## src/rtl/crc_check_pkg.sv

```systemverilog
// Shared constants and carrier types for the configuration integrity checker.
// Assumes a single system clock; rtl/ modules use all values here except SIG_W and DIV_RESET.
package crc_check_pkg;

  // ---------------------------------------------------------------------------
  // Widths and counts
  // ---------------------------------------------------------------------------
  localparam int          SIG_W          = 32;
  localparam logic [31:0] CRC_POLY       = 32'h04c11db7;
  localparam logic [31:0] CRC_SEED       = 32'hffffffff;
  localparam logic [8:0]  DIV_MIN        = 9'h001;
  localparam logic [8:0]  DIV_MAX        = 9'h100;
  localparam logic [8:0]  DIV_RESET      = 9'h001;
  localparam logic [31:0] REF_RESET      = 32'h00000000;
  localparam logic [31:0] SHIFT_RESET    = 32'h00000000;
  localparam int          MEM_AW_DEFAULT = 6;

  // Readout control group, sampled on the readout clock edge
  typedef struct packed {
    logic shift_not_load;
    logic load_source;
  } readout_ctl_t;

  // Host scan port towards the reference store
  typedef struct packed {
    logic        sel;
    logic        capture;
    logic        shift;
    logic        update;
    logic        tdi;
  } scan_ctl_t;

endpackage

```

## src/rtl/config_crc_error_detect.sv

```systemverilog
// Configuration integrity checker: CRC over memory, stored reference, readout.
// Assumes host scan strobes and readout clock arrive from outside the clock
// domain and are synchronised here; memory writes come from same-clock logic.
`timescale 1ns/1ps
module config_crc_error_detect #(
  parameter int AW = crc_check_pkg::MEM_AW_DEFAULT
) (
  // Clock and reset
  input  wire logic                       clk_sys,
  input  wire logic                       nrst,
  // Check configuration and status
  input  wire logic [8:0]                 check_divisor,
  input  wire logic                       user_mode,
  output logic                            fault_pin,
  output logic                            fault_core,
  output logic [31:0]                     signature,
  // Configuration memory write port
  input  wire logic                       mem_wr_en,
  input  wire logic [AW-1:0]              mem_wr_addr,
  input  wire logic [31:0]                mem_wr_data,
  // Host reference scan port
  input  wire crc_check_pkg::scan_ctl_t   scan_in,
  output logic                            scan_tdo,
  // Core readout port
  input  wire logic                       readout_clock,
  input  wire crc_check_pkg::readout_ctl_t readout_ctl,
  output logic                            readout_serial
);

  // ---------------------------------------------------------------------------
  // Input synchronisers
  // ---------------------------------------------------------------------------
  localparam int NSYNC = 8;   // Readout clock, two readout controls, five scan bits
  logic [NSYNC-1:0] sync_a;
  logic [NSYNC-1:0] sync_b;
  logic [NSYNC-1:0] raw_in;
  logic [NSYNC-1:0] synced;
  logic             rclk_prev;

  // Gather every outside input into one vector
  assign raw_in = {readout_clock, readout_ctl, scan_in};
  assign synced = sync_b;

  // Two-stage synchroniser for every outside input
  always_ff @(posedge clk_sys) begin
    if (!nrst) begin
      sync_a <= '0;
      sync_b <= '0;
    end else begin
      sync_a <= raw_in;
      sync_b <= sync_a;
    end
  end

  crc_check_pkg::scan_ctl_t    scan;
  crc_check_pkg::readout_ctl_t rctl;
  logic                        rclk_s;
  logic                        scan_prev_cap;
  logic                        scan_prev_sh;
  logic                        scan_prev_up;
  logic                        rclk_rise;
  logic                        cap_rise;
  logic                        sh_rise;
  logic                        up_rise;

  // Unpack synchronised inputs and detect their rising edges
  assign scan      = synced[4:0];
  assign rctl      = synced[6:5];
  assign rclk_s    = synced[NSYNC-1];
  assign rclk_rise = rclk_s & ~rclk_prev;
  assign cap_rise  = scan.capture & ~scan_prev_cap;
  assign sh_rise   = scan.shift & ~scan_prev_sh;
  assign up_rise   = scan.update & ~scan_prev_up;

  // ---------------------------------------------------------------------------
  // Check tick and memory scan
  // ---------------------------------------------------------------------------
  logic          tick;
  logic [AW-1:0] rd_addr;
  logic [31:0]   rd_data;

  check_clock_div u_div (
    .clk_sys (clk_sys),
    .nrst    (nrst),
    .divisor (check_divisor),
    .tick    (tick)
  );

  config_mem #(.AW(AW)) u_mem (
    .clk_sys (clk_sys),
    .wr_en   (mem_wr_en),
    .wr_addr (mem_wr_addr),
    .wr_data (mem_wr_data),
    .rd_addr (rd_addr),
    .rd_data (rd_data)
  );

  // One CRC word step, bit serial MSB first
  function automatic logic [31:0] crc_word(input logic [31:0] c, input logic [31:0] d);
    logic [31:0] r;
    r = c;
    for (int i = 31; i >= 0; i--) begin
      r = {r[30:0], 1'b0} ^ ((r[31] ^ d[i]) ? crc_check_pkg::CRC_POLY : 32'h00000000);
    end
    return r;
  endfunction

  // ---------------------------------------------------------------------------
  // Checker state: address walk, running CRC, signature, reference, fault
  // ---------------------------------------------------------------------------
  logic [AW-1:0] next_rd_addr;
  logic [31:0]   crc_acc;
  logic [31:0]   next_crc_acc;
  logic [31:0]   next_signature;
  logic          data_valid;
  logic          next_data_valid;
  logic          last_word;
  logic          next_last_word;
  logic [31:0]   reference;
  logic [31:0]   next_reference;
  logic [31:0]   scan_sr;
  logic [31:0]   next_scan_sr;
  logic          next_fault;
  logic          sig_valid;
  logic          next_sig_valid;

  // Walk memory one word per check tick and fold into the CRC
  always_comb begin
    next_rd_addr    = rd_addr;
    next_crc_acc    = crc_acc;
    next_signature  = signature;
    next_data_valid = tick;
    next_last_word  = last_word;
    next_sig_valid  = sig_valid;
    if (tick) begin
      next_rd_addr   = rd_addr + {{(AW-1){1'b0}}, 1'b1};
      next_last_word = (rd_addr == {AW{1'b1}});
    end
    if (data_valid) begin
      if (last_word) begin
        next_signature = crc_word(crc_acc, rd_data);
        next_crc_acc   = crc_check_pkg::CRC_SEED;
        next_sig_valid = 1'b1;
      end else begin
        next_crc_acc = crc_word(crc_acc, rd_data);
      end
    end
  end

  // Host scan path on the reference store, honoured only in user mode
  always_comb begin
    next_scan_sr   = scan_sr;
    next_reference = reference;
    if (user_mode && scan.sel) begin
      if (cap_rise) begin
        next_scan_sr = reference;
      end else if (sh_rise) begin
        next_scan_sr = {scan.tdi, scan_sr[31:1]};
      end else if (up_rise) begin
        next_reference = scan_sr;
      end
    end
  end

  // Fault follows comparison; clears when reference restored
  always_comb begin
    next_fault = sig_valid && (signature != reference);
  end

  // Register checker, scan and fault state
  always_ff @(posedge clk_sys) begin
    if (!nrst) begin
      rd_addr       <= '0;
      crc_acc       <= crc_check_pkg::CRC_SEED;
      signature     <= crc_check_pkg::SHIFT_RESET;
      data_valid    <= 1'b0;
      last_word     <= 1'b0;
      sig_valid     <= 1'b0;
      reference     <= crc_check_pkg::REF_RESET;
      scan_sr       <= crc_check_pkg::REF_RESET;
      scan_prev_cap <= 1'b0;
      scan_prev_sh  <= 1'b0;
      scan_prev_up  <= 1'b0;
      scan_tdo      <= 1'b0;
      fault_pin     <= 1'b0;
      fault_core    <= 1'b0;
    end else begin
      rd_addr       <= next_rd_addr;
      crc_acc       <= next_crc_acc;
      signature     <= next_signature;
      data_valid    <= next_data_valid;
      last_word     <= next_last_word;
      sig_valid     <= next_sig_valid;
      reference     <= next_reference;
      scan_sr       <= next_scan_sr;
      scan_prev_cap <= scan.capture;
      scan_prev_sh  <= scan.shift;
      scan_prev_up  <= scan.update;
      scan_tdo      <= next_scan_sr[0];
      fault_pin     <= next_fault;
      fault_core    <= next_fault;
    end
  end

  // ---------------------------------------------------------------------------
  // Readout shift register, acts on synchronised readout clock rise
  // ---------------------------------------------------------------------------
  logic [31:0] readout_sr;
  logic [31:0] next_readout_sr;
  logic        next_readout_serial;

  always_comb begin
    next_readout_sr = readout_sr;
    if (rclk_rise) begin
      if (rctl.shift_not_load) begin
        next_readout_sr = {1'b0, readout_sr[31:1]};
      end else if (rctl.load_source) begin
        next_readout_sr = signature;
      end else begin
        next_readout_sr = reference;
      end
    end
    next_readout_serial = ~next_readout_sr[0];
  end

  // Register readout state and edge detector
  always_ff @(posedge clk_sys) begin
    if (!nrst) begin
      readout_sr     <= crc_check_pkg::SHIFT_RESET;
      readout_serial <= 1'b1;
      rclk_prev      <= 1'b0;
    end else begin
      readout_sr     <= next_readout_sr;
      readout_serial <= next_readout_serial;
      rclk_prev      <= rclk_s;
    end
  end

  // ---------------------------------------------------------------------------
  // Checks
  // ---------------------------------------------------------------------------
  // Fault flag against the comparison, signature held within a pass
  a_fault_follows: assert property (@(posedge clk_sys) disable iff (!nrst)
    (sig_valid && signature != reference) |=> fault_pin)
    else $error("fault pin not raised on mismatch");
  a_fault_clears: assert property (@(posedge clk_sys) disable iff (!nrst)
    (sig_valid && signature == reference) |=> !fault_pin)
    else $error("fault pin not cleared on match");
  a_core_matches: assert property (@(posedge clk_sys) disable iff (!nrst)
    fault_core == fault_pin)
    else $error("core flag and pin disagree");
  a_sig_hold: assert property (@(posedge clk_sys) disable iff (!nrst)
    !(data_valid && last_word) |=> $stable(signature))
    else $error("signature moved inside a pass");

  // Host scan path on the reference store
  a_no_write_out: assert property (@(posedge clk_sys) disable iff (!nrst)
    !user_mode |=> reference == $past(reference))
    else $error("reference changed outside user mode");
  a_capture_old: assert property (@(posedge clk_sys) disable iff (!nrst)
    (user_mode && scan.sel && cap_rise) |=> scan_sr == $past(reference))
    else $error("capture did not take old reference");
  a_shift_in: assert property (@(posedge clk_sys) disable iff (!nrst)
    (user_mode && scan.sel && !cap_rise && sh_rise) |=> scan_sr == {$past(scan.tdi), $past(scan_sr[31:1])})
    else $error("scan shift step wrong");
  a_ref_update: assert property (@(posedge clk_sys) disable iff (!nrst)
    (user_mode && scan.sel && !cap_rise && !sh_rise && up_rise) |=> reference == $past(scan_sr))
    else $error("reference not updated from scan");
  a_tdo_lsb: assert property (@(posedge clk_sys) disable iff (!nrst)
    scan_tdo == scan_sr[0])
    else $error("scan output not the shift register lsb");

  // Readout shift register
  a_load_sig: assert property (@(posedge clk_sys) disable iff (!nrst)
    (rclk_rise && !rctl.shift_not_load && rctl.load_source) |=> readout_serial == ~$past(signature[0]))
    else $error("signature load wrong");
  a_load_ref: assert property (@(posedge clk_sys) disable iff (!nrst)
    (rclk_rise && !rctl.shift_not_load && !rctl.load_source) |=> readout_sr == $past(reference))
    else $error("reference load wrong");
  a_shift_step: assert property (@(posedge clk_sys) disable iff (!nrst)
    (rclk_rise && rctl.shift_not_load) |=> readout_sr == {1'b0, $past(readout_sr[31:1])})
    else $error("shift step wrong");
  a_hold_idle: assert property (@(posedge clk_sys) disable iff (!nrst)
    !rclk_rise |=> $stable(readout_sr))
    else $error("readout moved without clock");
  a_out_inverted: assert property (@(posedge clk_sys) disable iff (!nrst)
    readout_serial == ~readout_sr[0])
    else $error("serial output not inverted");

endmodule

```

## src/rtl/config_mem.sv

```systemverilog
// Small configuration memory image scanned word by word by the checker.
// Assumes a single clock; read data come from a register one cycle late.
`timescale 1ns/1ps
module config_mem #(
  parameter int AW = 6
) (
  // Clock only
  input  wire logic          clk_sys,
  // Write port
  input  wire logic          wr_en,
  input  wire logic [AW-1:0] wr_addr,
  input  wire logic [31:0]   wr_data,
  // Read port
  input  wire logic [AW-1:0] rd_addr,
  output logic      [31:0]   rd_data
);

  logic [31:0] mem [0:(1<<AW)-1];

  // Registered read, plain write
  always_ff @(posedge clk_sys) begin
    if (wr_en) begin
      mem[wr_addr] <= wr_data;
    end
    rd_data <= mem[rd_addr];
  end

endmodule

```

## src/rtl/check_clock_div.sv

```systemverilog
// Divides the system clock into a one-cycle check tick, divisor 1 to 256.
// Assumes divisor is a same-clock level; out-of-range values are clamped.
`timescale 1ns/1ps
module check_clock_div (
  // Clock and reset
  input  wire logic       clk_sys,
  input  wire logic       nrst,
  // Divisor and tick
  input  wire logic [8:0] divisor,
  output logic            tick
);

  logic [8:0] count;
  logic [8:0] next_count;
  logic [8:0] lim;
  logic       next_tick;

  // Clamp divisor and count up to the tick
  always_comb begin
    lim = divisor;
    if (divisor < crc_check_pkg::DIV_MIN) begin
      lim = crc_check_pkg::DIV_MIN;
    end else if (divisor > crc_check_pkg::DIV_MAX) begin
      lim = crc_check_pkg::DIV_MAX;
    end
    next_tick  = 1'b0;
    next_count = count + 9'h001;
    if (count + 9'h001 >= lim) begin
      next_count = 9'h000;
      next_tick  = 1'b1;
    end
  end

  // Register counter and tick
  always_ff @(posedge clk_sys) begin
    if (!nrst) begin
      count <= 9'h000;
      tick  <= 1'b0;
    end else begin
      count <= next_count;
      tick  <= next_tick;
    end
  end

endmodule

```

## config.mk

```make
export PLATFORM = sky130hd
export DESIGN_NAME = config_crc_error_detect
export DESIGN_NICKNAME = d
export VERILOG_FILES = /design/src/rtl/crc_check_pkg.sv /design/src/rtl/config_crc_error_detect.sv /design/src/rtl/config_mem.sv /design/src/rtl/check_clock_div.sv
export SDC_FILE = /design/constraint.sdc
export NUM_CORES = 2
export LEC_CHECK = 0
export BUFFER_PORTS_ARGS = -buffer_cell sky130_fd_sc_hd__buf_4
export CAP_MARGIN = 40
export CORE_ASPECT_RATIO = 0.6
export CORE_UTILIZATION = 68
export DETAILED_ROUTE_END_ITERATION = 10
export PLACE_DENSITY = 0.86
export SYNTH_ARGS = -nofsm -noshare
export SYNTH_HDL_FRONTEND = slang
export SYNTH_SLANG_ARGS = --single-unit
```

## constraint.sdc

```tcl
create_clock -name clk_sys -period 5.77 [get_ports clk_sys]
set_input_delay 0 -clock clk_sys [delete_from_list [all_inputs] [get_ports clk_sys]]
set_output_delay 0 -clock clk_sys [all_outputs]
set_load 0.01 [all_outputs]
```

### After elaboration in Yosys (flattened, before gate mapping)

Memories as Yosys holds them, arrays and structs flattened. A register that Yosys moved wholly into a read port is not among the register bits.
Index checks and enable logic that the tools add are counted.

| cells by class | value |
|---|---|
| add/sub/neg operators | 2 |
| $lt $le $gt $ge | 3 |
| equal/unequal tests | 2 |
| muxes and demuxes | 44 |
| bitwise gates (word level) | 76 |
| reduce and logical (&&, ||, !) cells | 7 |

Operators by type and width:

| kind | count |
|---|---|
| 32-bit by 27-bit XOR with 32-bit output | 32 |
| 27-bit 2-to-1 mux | 32 |
| 32-bit 2-to-1 mux | 5 |
| 32-bit inequality test | 1 |
| 1-bit XOR | 32 |
| 9-bit 2-to-1 mux | 2 |
| 9-bit by 1-bit adder with 9-bit output, second input constant | 1 |
| 9-bit greater-or-equal comparator | 1 |
| 9-bit > comparator, second input constant | 1 |
| 9-bit by 1-bit < comparator with 1-bit output, second input constant | 1 |
| 1-bit inverter | 8 |
| 6-bit by 1-bit adder with 6-bit output, second input constant | 1 |
| 6-bit equality test, second input constant | 1 |
| 1-bit 2-to-1 mux | 5 |
| 1-bit bitwise AND | 4 |
| 2-bit AND reduction | 2 |
| 4-bit AND reduction | 1 |
| 1-bit logical AND | 2 |
| 2-bit nonzero test | 1 |
| 2-bit OR reduction | 1 |

| storage, ports and cells | value |
|---|---|
| register bits | 201 |
| memory bits (writable) | 2,048 |
| bits of input ports | 59 |
| output and inout port bits | 36 |
| logic and storage cells | 156 |
| memories kept | 1 |

Memory list:

| memory | depth | bits a word | read ports | clocked after memory_dff | wr ports | line | RTL |
|---|---|---|---|---|---|---|---|
| u_mem.mem | 64 | 32 | 1 | 1 | 1 | config_mem.sv:18 | `logic [31:0] mem [0:(1<<AW)-1];` |

### Longest topological paths before layout

| logic depth | value |
|---|---|
| word-level depth | 97 |
| depth in mapped cells | 14 |
| depth with buffers taken out | 14 |

### Cells and area by module

A second synthesis with hierarchy kept.

| unflattened totals | value |
|---|---|
| cell total of the unflattened synthesis | 4,562 |
| area total of the unflattened synthesis | 90,439.2 sq um |

Modules (own cells, without submodules):

| module | instances | cells each | area an instance (sq um) | sequential area each (sq um) |
|---|---|---|---|---|
| config_mem | 1 | 3,324 | 78,515.3 | 62,139.6 |
| config_crc_error_detect | 1 | 1,169 | 11,280.8 | 3,823.7 |
| check_clock_div | 1 | 69 | 643.1 | 200.2 |

### Worst setup path before layout

No wires, ideal clock.

| path | value |
|---|---|
| kind | register -> register |
| start point | register crc_acc[23] |
| end point | register crc_acc[12] |
| library setup time | 0.129 ns |
| arrival | 3.415 ns |
| required time | 5.641 ns |
| setup slack | 2.226 ns |
| cell stages (with the launch flop) | 10 |
| path buffers | 0 |
| clock period less this slack | 3.544 ns |
| path through | dfxtp_1 xor2_2 xnor3_2 xnor2_4 xnor3_2 xnor3_2 xnor3_2 xnor3_1 a21o_1 nand2_1 |

| between the ends | value |
|---|---|
| cells in the longest elaborated chain, start to end | 41 |
| elaborated cells between the ends (all ways) | 55 |
| those cells by class | mux: 12; bitwise: 43 |

RTL lines:

| element | line | RTL |
|---|---|---|
| from (decl) | config_crc_error_detect.sv:112 | `logic [31:0] crc_acc;` |
| from (signal assigned) | config_crc_error_detect.sv:174 | `crc_acc <= crc_check_pkg::CRC_SEED;` |
| from (signal assigned) | config_crc_error_detect.sv:189 | `crc_acc <= next_crc_acc;` |
| 32-bit by 27-bit XOR with 32-bit output * (8 in a row) | config_crc_error_detect.sv:103 | `r = {r[30:0], 1'b0} ^ ((r[31] ^ d[i]) ? crc_check_pkg::CRC_POLY : 32'h00000000);` |
| 1-bit XOR * | config_crc_error_detect.sv:103 |  |
| 27-bit 2-to-1 mux * | config_crc_error_detect.sv:103 |  |
| 32-bit by 27-bit XOR with 32-bit output * (6 in a row) | config_crc_error_detect.sv:103 |  |
| 1-bit XOR or 32-bit by 27-bit XOR with 32-bit output (tied branches) | config_crc_error_detect.sv:103 |  |
| 27-bit 2-to-1 mux or 32-bit by 27-bit XOR with 32-bit output (tied branches) | config_crc_error_detect.sv:103 |  |
| 32-bit by 27-bit XOR with 32-bit output * (6 in a row) | config_crc_error_detect.sv:103 |  |
| 1-bit XOR or 32-bit by 27-bit XOR with 32-bit output (tied branches) | config_crc_error_detect.sv:103 |  |
| 27-bit 2-to-1 mux or 32-bit by 27-bit XOR with 32-bit output (tied branches) | config_crc_error_detect.sv:103 |  |
| 32-bit by 27-bit XOR with 32-bit output * (6 in a row) | config_crc_error_detect.sv:103 |  |
| 1-bit XOR or 32-bit by 27-bit XOR with 32-bit output (tied branches) | config_crc_error_detect.sv:103 |  |
| 27-bit 2-to-1 mux or 32-bit by 27-bit XOR with 32-bit output (tied branches) | config_crc_error_detect.sv:103 |  |
| 32-bit by 27-bit XOR with 32-bit output * (6 in a row) | config_crc_error_detect.sv:103 |  |
| 32-bit 2-to-1 mux * | config_crc_error_detect.sv:140 | `if (last_word) begin` |

Every way passes the cells marked *; elsewhere a longest branch is shown, timed or not.
A chain may end at the register's enable or synchronous reset.

### Final worst setup path

| path | value |
|---|---|
| start point | register crc_acc[29] |
| end point | register crc_acc[11] |

| between the ends | value |
|---|---|
| cells in the longest elaborated chain, start to end | 43 |
| elaborated cells between the ends (all ways) | 63 |
| those cells by class | mux: 16; bitwise: 47 |

RTL lines:

| element | line |
|---|---|
| 32-bit by 27-bit XOR with 32-bit output * (2 in a row) | config_crc_error_detect.sv:103 |
| 1-bit XOR * | config_crc_error_detect.sv:103 |
| 27-bit 2-to-1 mux * | config_crc_error_detect.sv:103 |
| 32-bit by 27-bit XOR with 32-bit output * (6 in a row) | config_crc_error_detect.sv:103 |
| 1-bit XOR or 32-bit by 27-bit XOR with 32-bit output (tied branches) | config_crc_error_detect.sv:103 |
| 27-bit 2-to-1 mux or 32-bit by 27-bit XOR with 32-bit output (tied branches) | config_crc_error_detect.sv:103 |
| 32-bit by 27-bit XOR with 32-bit output * (6 in a row) | config_crc_error_detect.sv:103 |
| 1-bit XOR or 32-bit by 27-bit XOR with 32-bit output (tied branches) | config_crc_error_detect.sv:103 |
| 27-bit 2-to-1 mux or 32-bit by 27-bit XOR with 32-bit output (tied branches) | config_crc_error_detect.sv:103 |
| 32-bit by 27-bit XOR with 32-bit output * (6 in a row) | config_crc_error_detect.sv:103 |
| 1-bit XOR or 32-bit by 27-bit XOR with 32-bit output (tied branches) | config_crc_error_detect.sv:103 |
| 27-bit 2-to-1 mux or 32-bit by 27-bit XOR with 32-bit output (tied branches) | config_crc_error_detect.sv:103 |
| 32-bit by 27-bit XOR with 32-bit output * (10 in a row) | config_crc_error_detect.sv:103 |
| 1-bit XOR | config_crc_error_detect.sv:103 |
| 27-bit 2-to-1 mux | config_crc_error_detect.sv:103 |
| 32-bit by 27-bit XOR with 32-bit output * (2 in a row) | config_crc_error_detect.sv:103 |
| 32-bit 2-to-1 mux * | config_crc_error_detect.sv:140 |

Marked as above.

==> results.ini <==
[cells_and_area]
fillers = 6336
final_cells = 6337
layout-drive-gt1-share_pct = 27.32
nets = 4524
fin_util_pct = 76.98
syn_to_final_growth_pct = 11.38

[yosys]
ys_warn_count = 0
synth_area_mm2 = 0.08998
synth_most_common_cell = edfxtp_1
synth_area_leaders = edfxtp_1 (68%), mux4_2 (17%), dfxtp_1 (5.2%)
synth-edff-count = 2048
synthTopCellsByCount = edfxtp_1 (2,048), mux4_2 (672), dfxtp_1 (233), nand2_1 (221), clkbuf_1 (173)
synth-seq-cells = 2281
syn_inst = 4219
synth.avg_cell_area_um2 = 21.33
yosysTopAreaCellShare_pct = 68.35
synth_top_cell_by_area = edfxtp_1
async_flop_share_pct = 0
yosysSeqAreaShare_pct = 73.54
yosysUniqueCellTypes = 46
synth-main-ff-cell = edfxtp_1
synthesis.nets = 4289

[worst_setup_path]
crit_path_cell_trace = xnor2_2 -> xnor3_2 -> xnor3_1 -> xnor2_1 -> xnor2_2 -> xnor2_4 -> xnor2_2 -> xnor3_1 -> mux2i_1 -> nand2_1
r2r_slack_ps = 1340
r2r-end = crc_acc[11]
crit_slowest_cell = xnor2_1
critPathLaunchType = flop
crit_family = XOR/XNOR gates
required_ps = 6470
slowest_delay_ps = 660
cp_max_fo = 8
cp.buffers_inverters = 0
crit_top_cell = xnor2_2
r2r-start = crc_acc[29]
end_kind = flop
arrival_ps = 5130
critPathKind = reg -> reg
rr_worst_depth = 10

[sta]
hold_viol = 0
rsz0062_at_grt = no
tightest_slew_ps = 940.2
fmax_mhz = 225.9
tns_ps = 0
slew_headroom_pct = 36.87
slew_viol_final = 0
finalSetupViolCount = 0
setup_slack_ps = 1343
period_share_pct = 76.73
min_period_ps = 4427
skew_ps = 58.10

[clocking]
clockRootBuffer = clkbuf_16
postCtsSetupBuffers = 0
ctsHoldBuffers = 64
clk_latency_ps = 850
cts_resized = 0
clk_pin_slew_worst_paths_ps = 70
clk_path_buf_depth = 3
cts_tree = yes
numCtsBuffers = 188
cts.htree.levels = 4
clock-sinks = 2281

[floorplan]
die_w_um = 471.6
ioPinCount = 95
die-area_mm2 = 0.1338
core_mm2 = 0.1302
die_y_um = 283.8
start_util_pct = 69.12
std_cell_rows = 102

[hold_path]
hp-class = in -> reg
holdCritStartpoint = mem_wr_addr[1]
hold_depth = 3
whs_endpoint = u_mem.mem[27][28]

[route]
first_iter_violations = 7571
route.detailed.drc = 0
post_drt_wl_per_cell_um = 40.80
vias = 47445
viasPerCell = 7.487
drt.antenna.violating_nets = 0
dr.pass1.iters = 7
wl_um = 258500

[job]
drv_cap = 0

[power_and_ir_drop]
p_per_area_mw_per_mm2 = 627.4
ir_drop_mv = 2.629
power_switching_uw = 23140
pwr-share-seq_pct = 29.2
comb_power_share_pct = 50.3
power_frac_clock_pct = 20.5
p_sw_share_pct = 36.80
cellLeakagePower_uw = 0.03159
finalPower_uw = 62880
p_int_uw = 39740

[place]
placed_cells = 5915
post-place-ws_ps = 1528
place_hpwl_um = 138600
routabilityCongestion = 0.9443
io_buffers = 94

[global_route]
grt_overflow_total = 0
antenna_found_initial = 20
grt_max_degree = 114
grt.total_usage_pct = 39.46
grt_pass1_wl_um = 359400
grt_pass1_vias = 47658

[status]
outcome = finished clean

==> worst min-delay path: stages <==
cell     delay [ps]
buf_4           150
nand4_1         300
nor2_4          220
==> through the flow <==
stage / hold WS [ps] / cell area, µm²
finish: 60.71 / 100200
global route: 62.43 / 100200
CTS: 3.879 / 100200
detailed placement: 211.0 / 93540
global placement: 209.2 / 93520
floorplan: 98.87 / 89980
==> cell families after synthesis <==
family / after synthesis / share of synthesized area [%]
adder cells (fa/ha/maj): 11 / 0.1530
AND/OR/NAND/NOR: 456 / 2.228
flip-flops: 2281 / 73.54
XOR/XNOR: 291 / 4.038
multiplexers: 740 / 17.58
buffers and inverters: 236 / 0.9887
AO/OA/AOI/OAI: 204 / 1.480
==> area by class of cell <==
class	count	area, µm²	share of cell area (%)
Clock inverter	92	894.6	0.8927
Timing Repair Buffer	274	2425	2.420
Inverter	7	26.28	0.02622
Antenna cell	6	15.01	0.01498
Multi-Input combinational cell	1702	23420	23.37
Tap cell	1716	2147	2.142
Clock buffer	259	5105	5.094
Sequential cell	2281	66180	66.04
==> layout by cell type, fill, tap and decap left out, types with 16 or more instances in the layout <==
cell type      instances
a21boi_0              34
a21oi_1               35
and2_1                58
buf_12                16
buf_4                193
clkbuf_1              57
clkbuf_16            188
clkinv_1              31
clkinv_2              31
dfxtp_1              224
dlygate4sd3_1         64
edfxtp_1            2048
mux2i_1               68
mux4_2               672
nand2_1              221
nor2_1                53
nor2_4                61
o211a_1               32
o21ai_0               51
o21ai_1               27
xnor2_1              172
xnor3_1               40
xor2_1                35
==> per-layer routing <==
| metal | track usage (%) | part of all wire (%) | vias up |
|---|---|---|---|
| met5 | 0.6397 | 0.056 | - |
| met4 | 19.84 | 5.6 | 11 |
| met3 | 10.97 | 14 | 827 |
| met2 | 60.19 | 47 | 4457 |
| met1 | 53.25 | 34 | 24470 |
| li1 | - | - | 17680 |
==> worst max path at each step <==
stage                            from           to  slack (ps)  cells past startpoint
final                     crc_acc[29]  crc_acc[11]        1340                     10
after global routing      crc_acc[28]  crc_acc[28]        1300                     10
after CTS                 crc_acc[29]  crc_acc[11]        1470                     10
after detailed placement  crc_acc[29]  crc_acc[11]        1530                     10
after global placement    crc_acc[28]  crc_acc[28]        1480                     10
after floorplan           crc_acc[23]  crc_acc[12]        2230                      9
==> power by group through the flow <==
stage | sequential (µW) | combinational, µW | clock (µW)
6_report | 18300 | 31600 | 12900
5_1_grt | 18300 | 31900 | 13500
4_1_cts | 18300 | 32100 | 12900
3_5_place_dp | 18700 | 31200 | 0
3_3_place_gp | 18700 | 32200 | 0
2_1_floorplan | 18600 | 25400 | 0
==> flip-flops by register name, summed over array words and instances (netlist names), 6 cells and up <==
| signal | flops |
|---|---|
| sync_b | 8 |
| sync_a | 8 |
| reference | 32 |
| readout_sr | 32 |
| rd_addr | 6 |
| u_mem.rd_data | 32 |
| signature | 32 |
| u_mem.mem | 2048 |
| u_div.count | 9 |
| crc_acc | 32 |
| scan_sr | 31 |
Note: power is estimated with default switching activity, not from simulation.
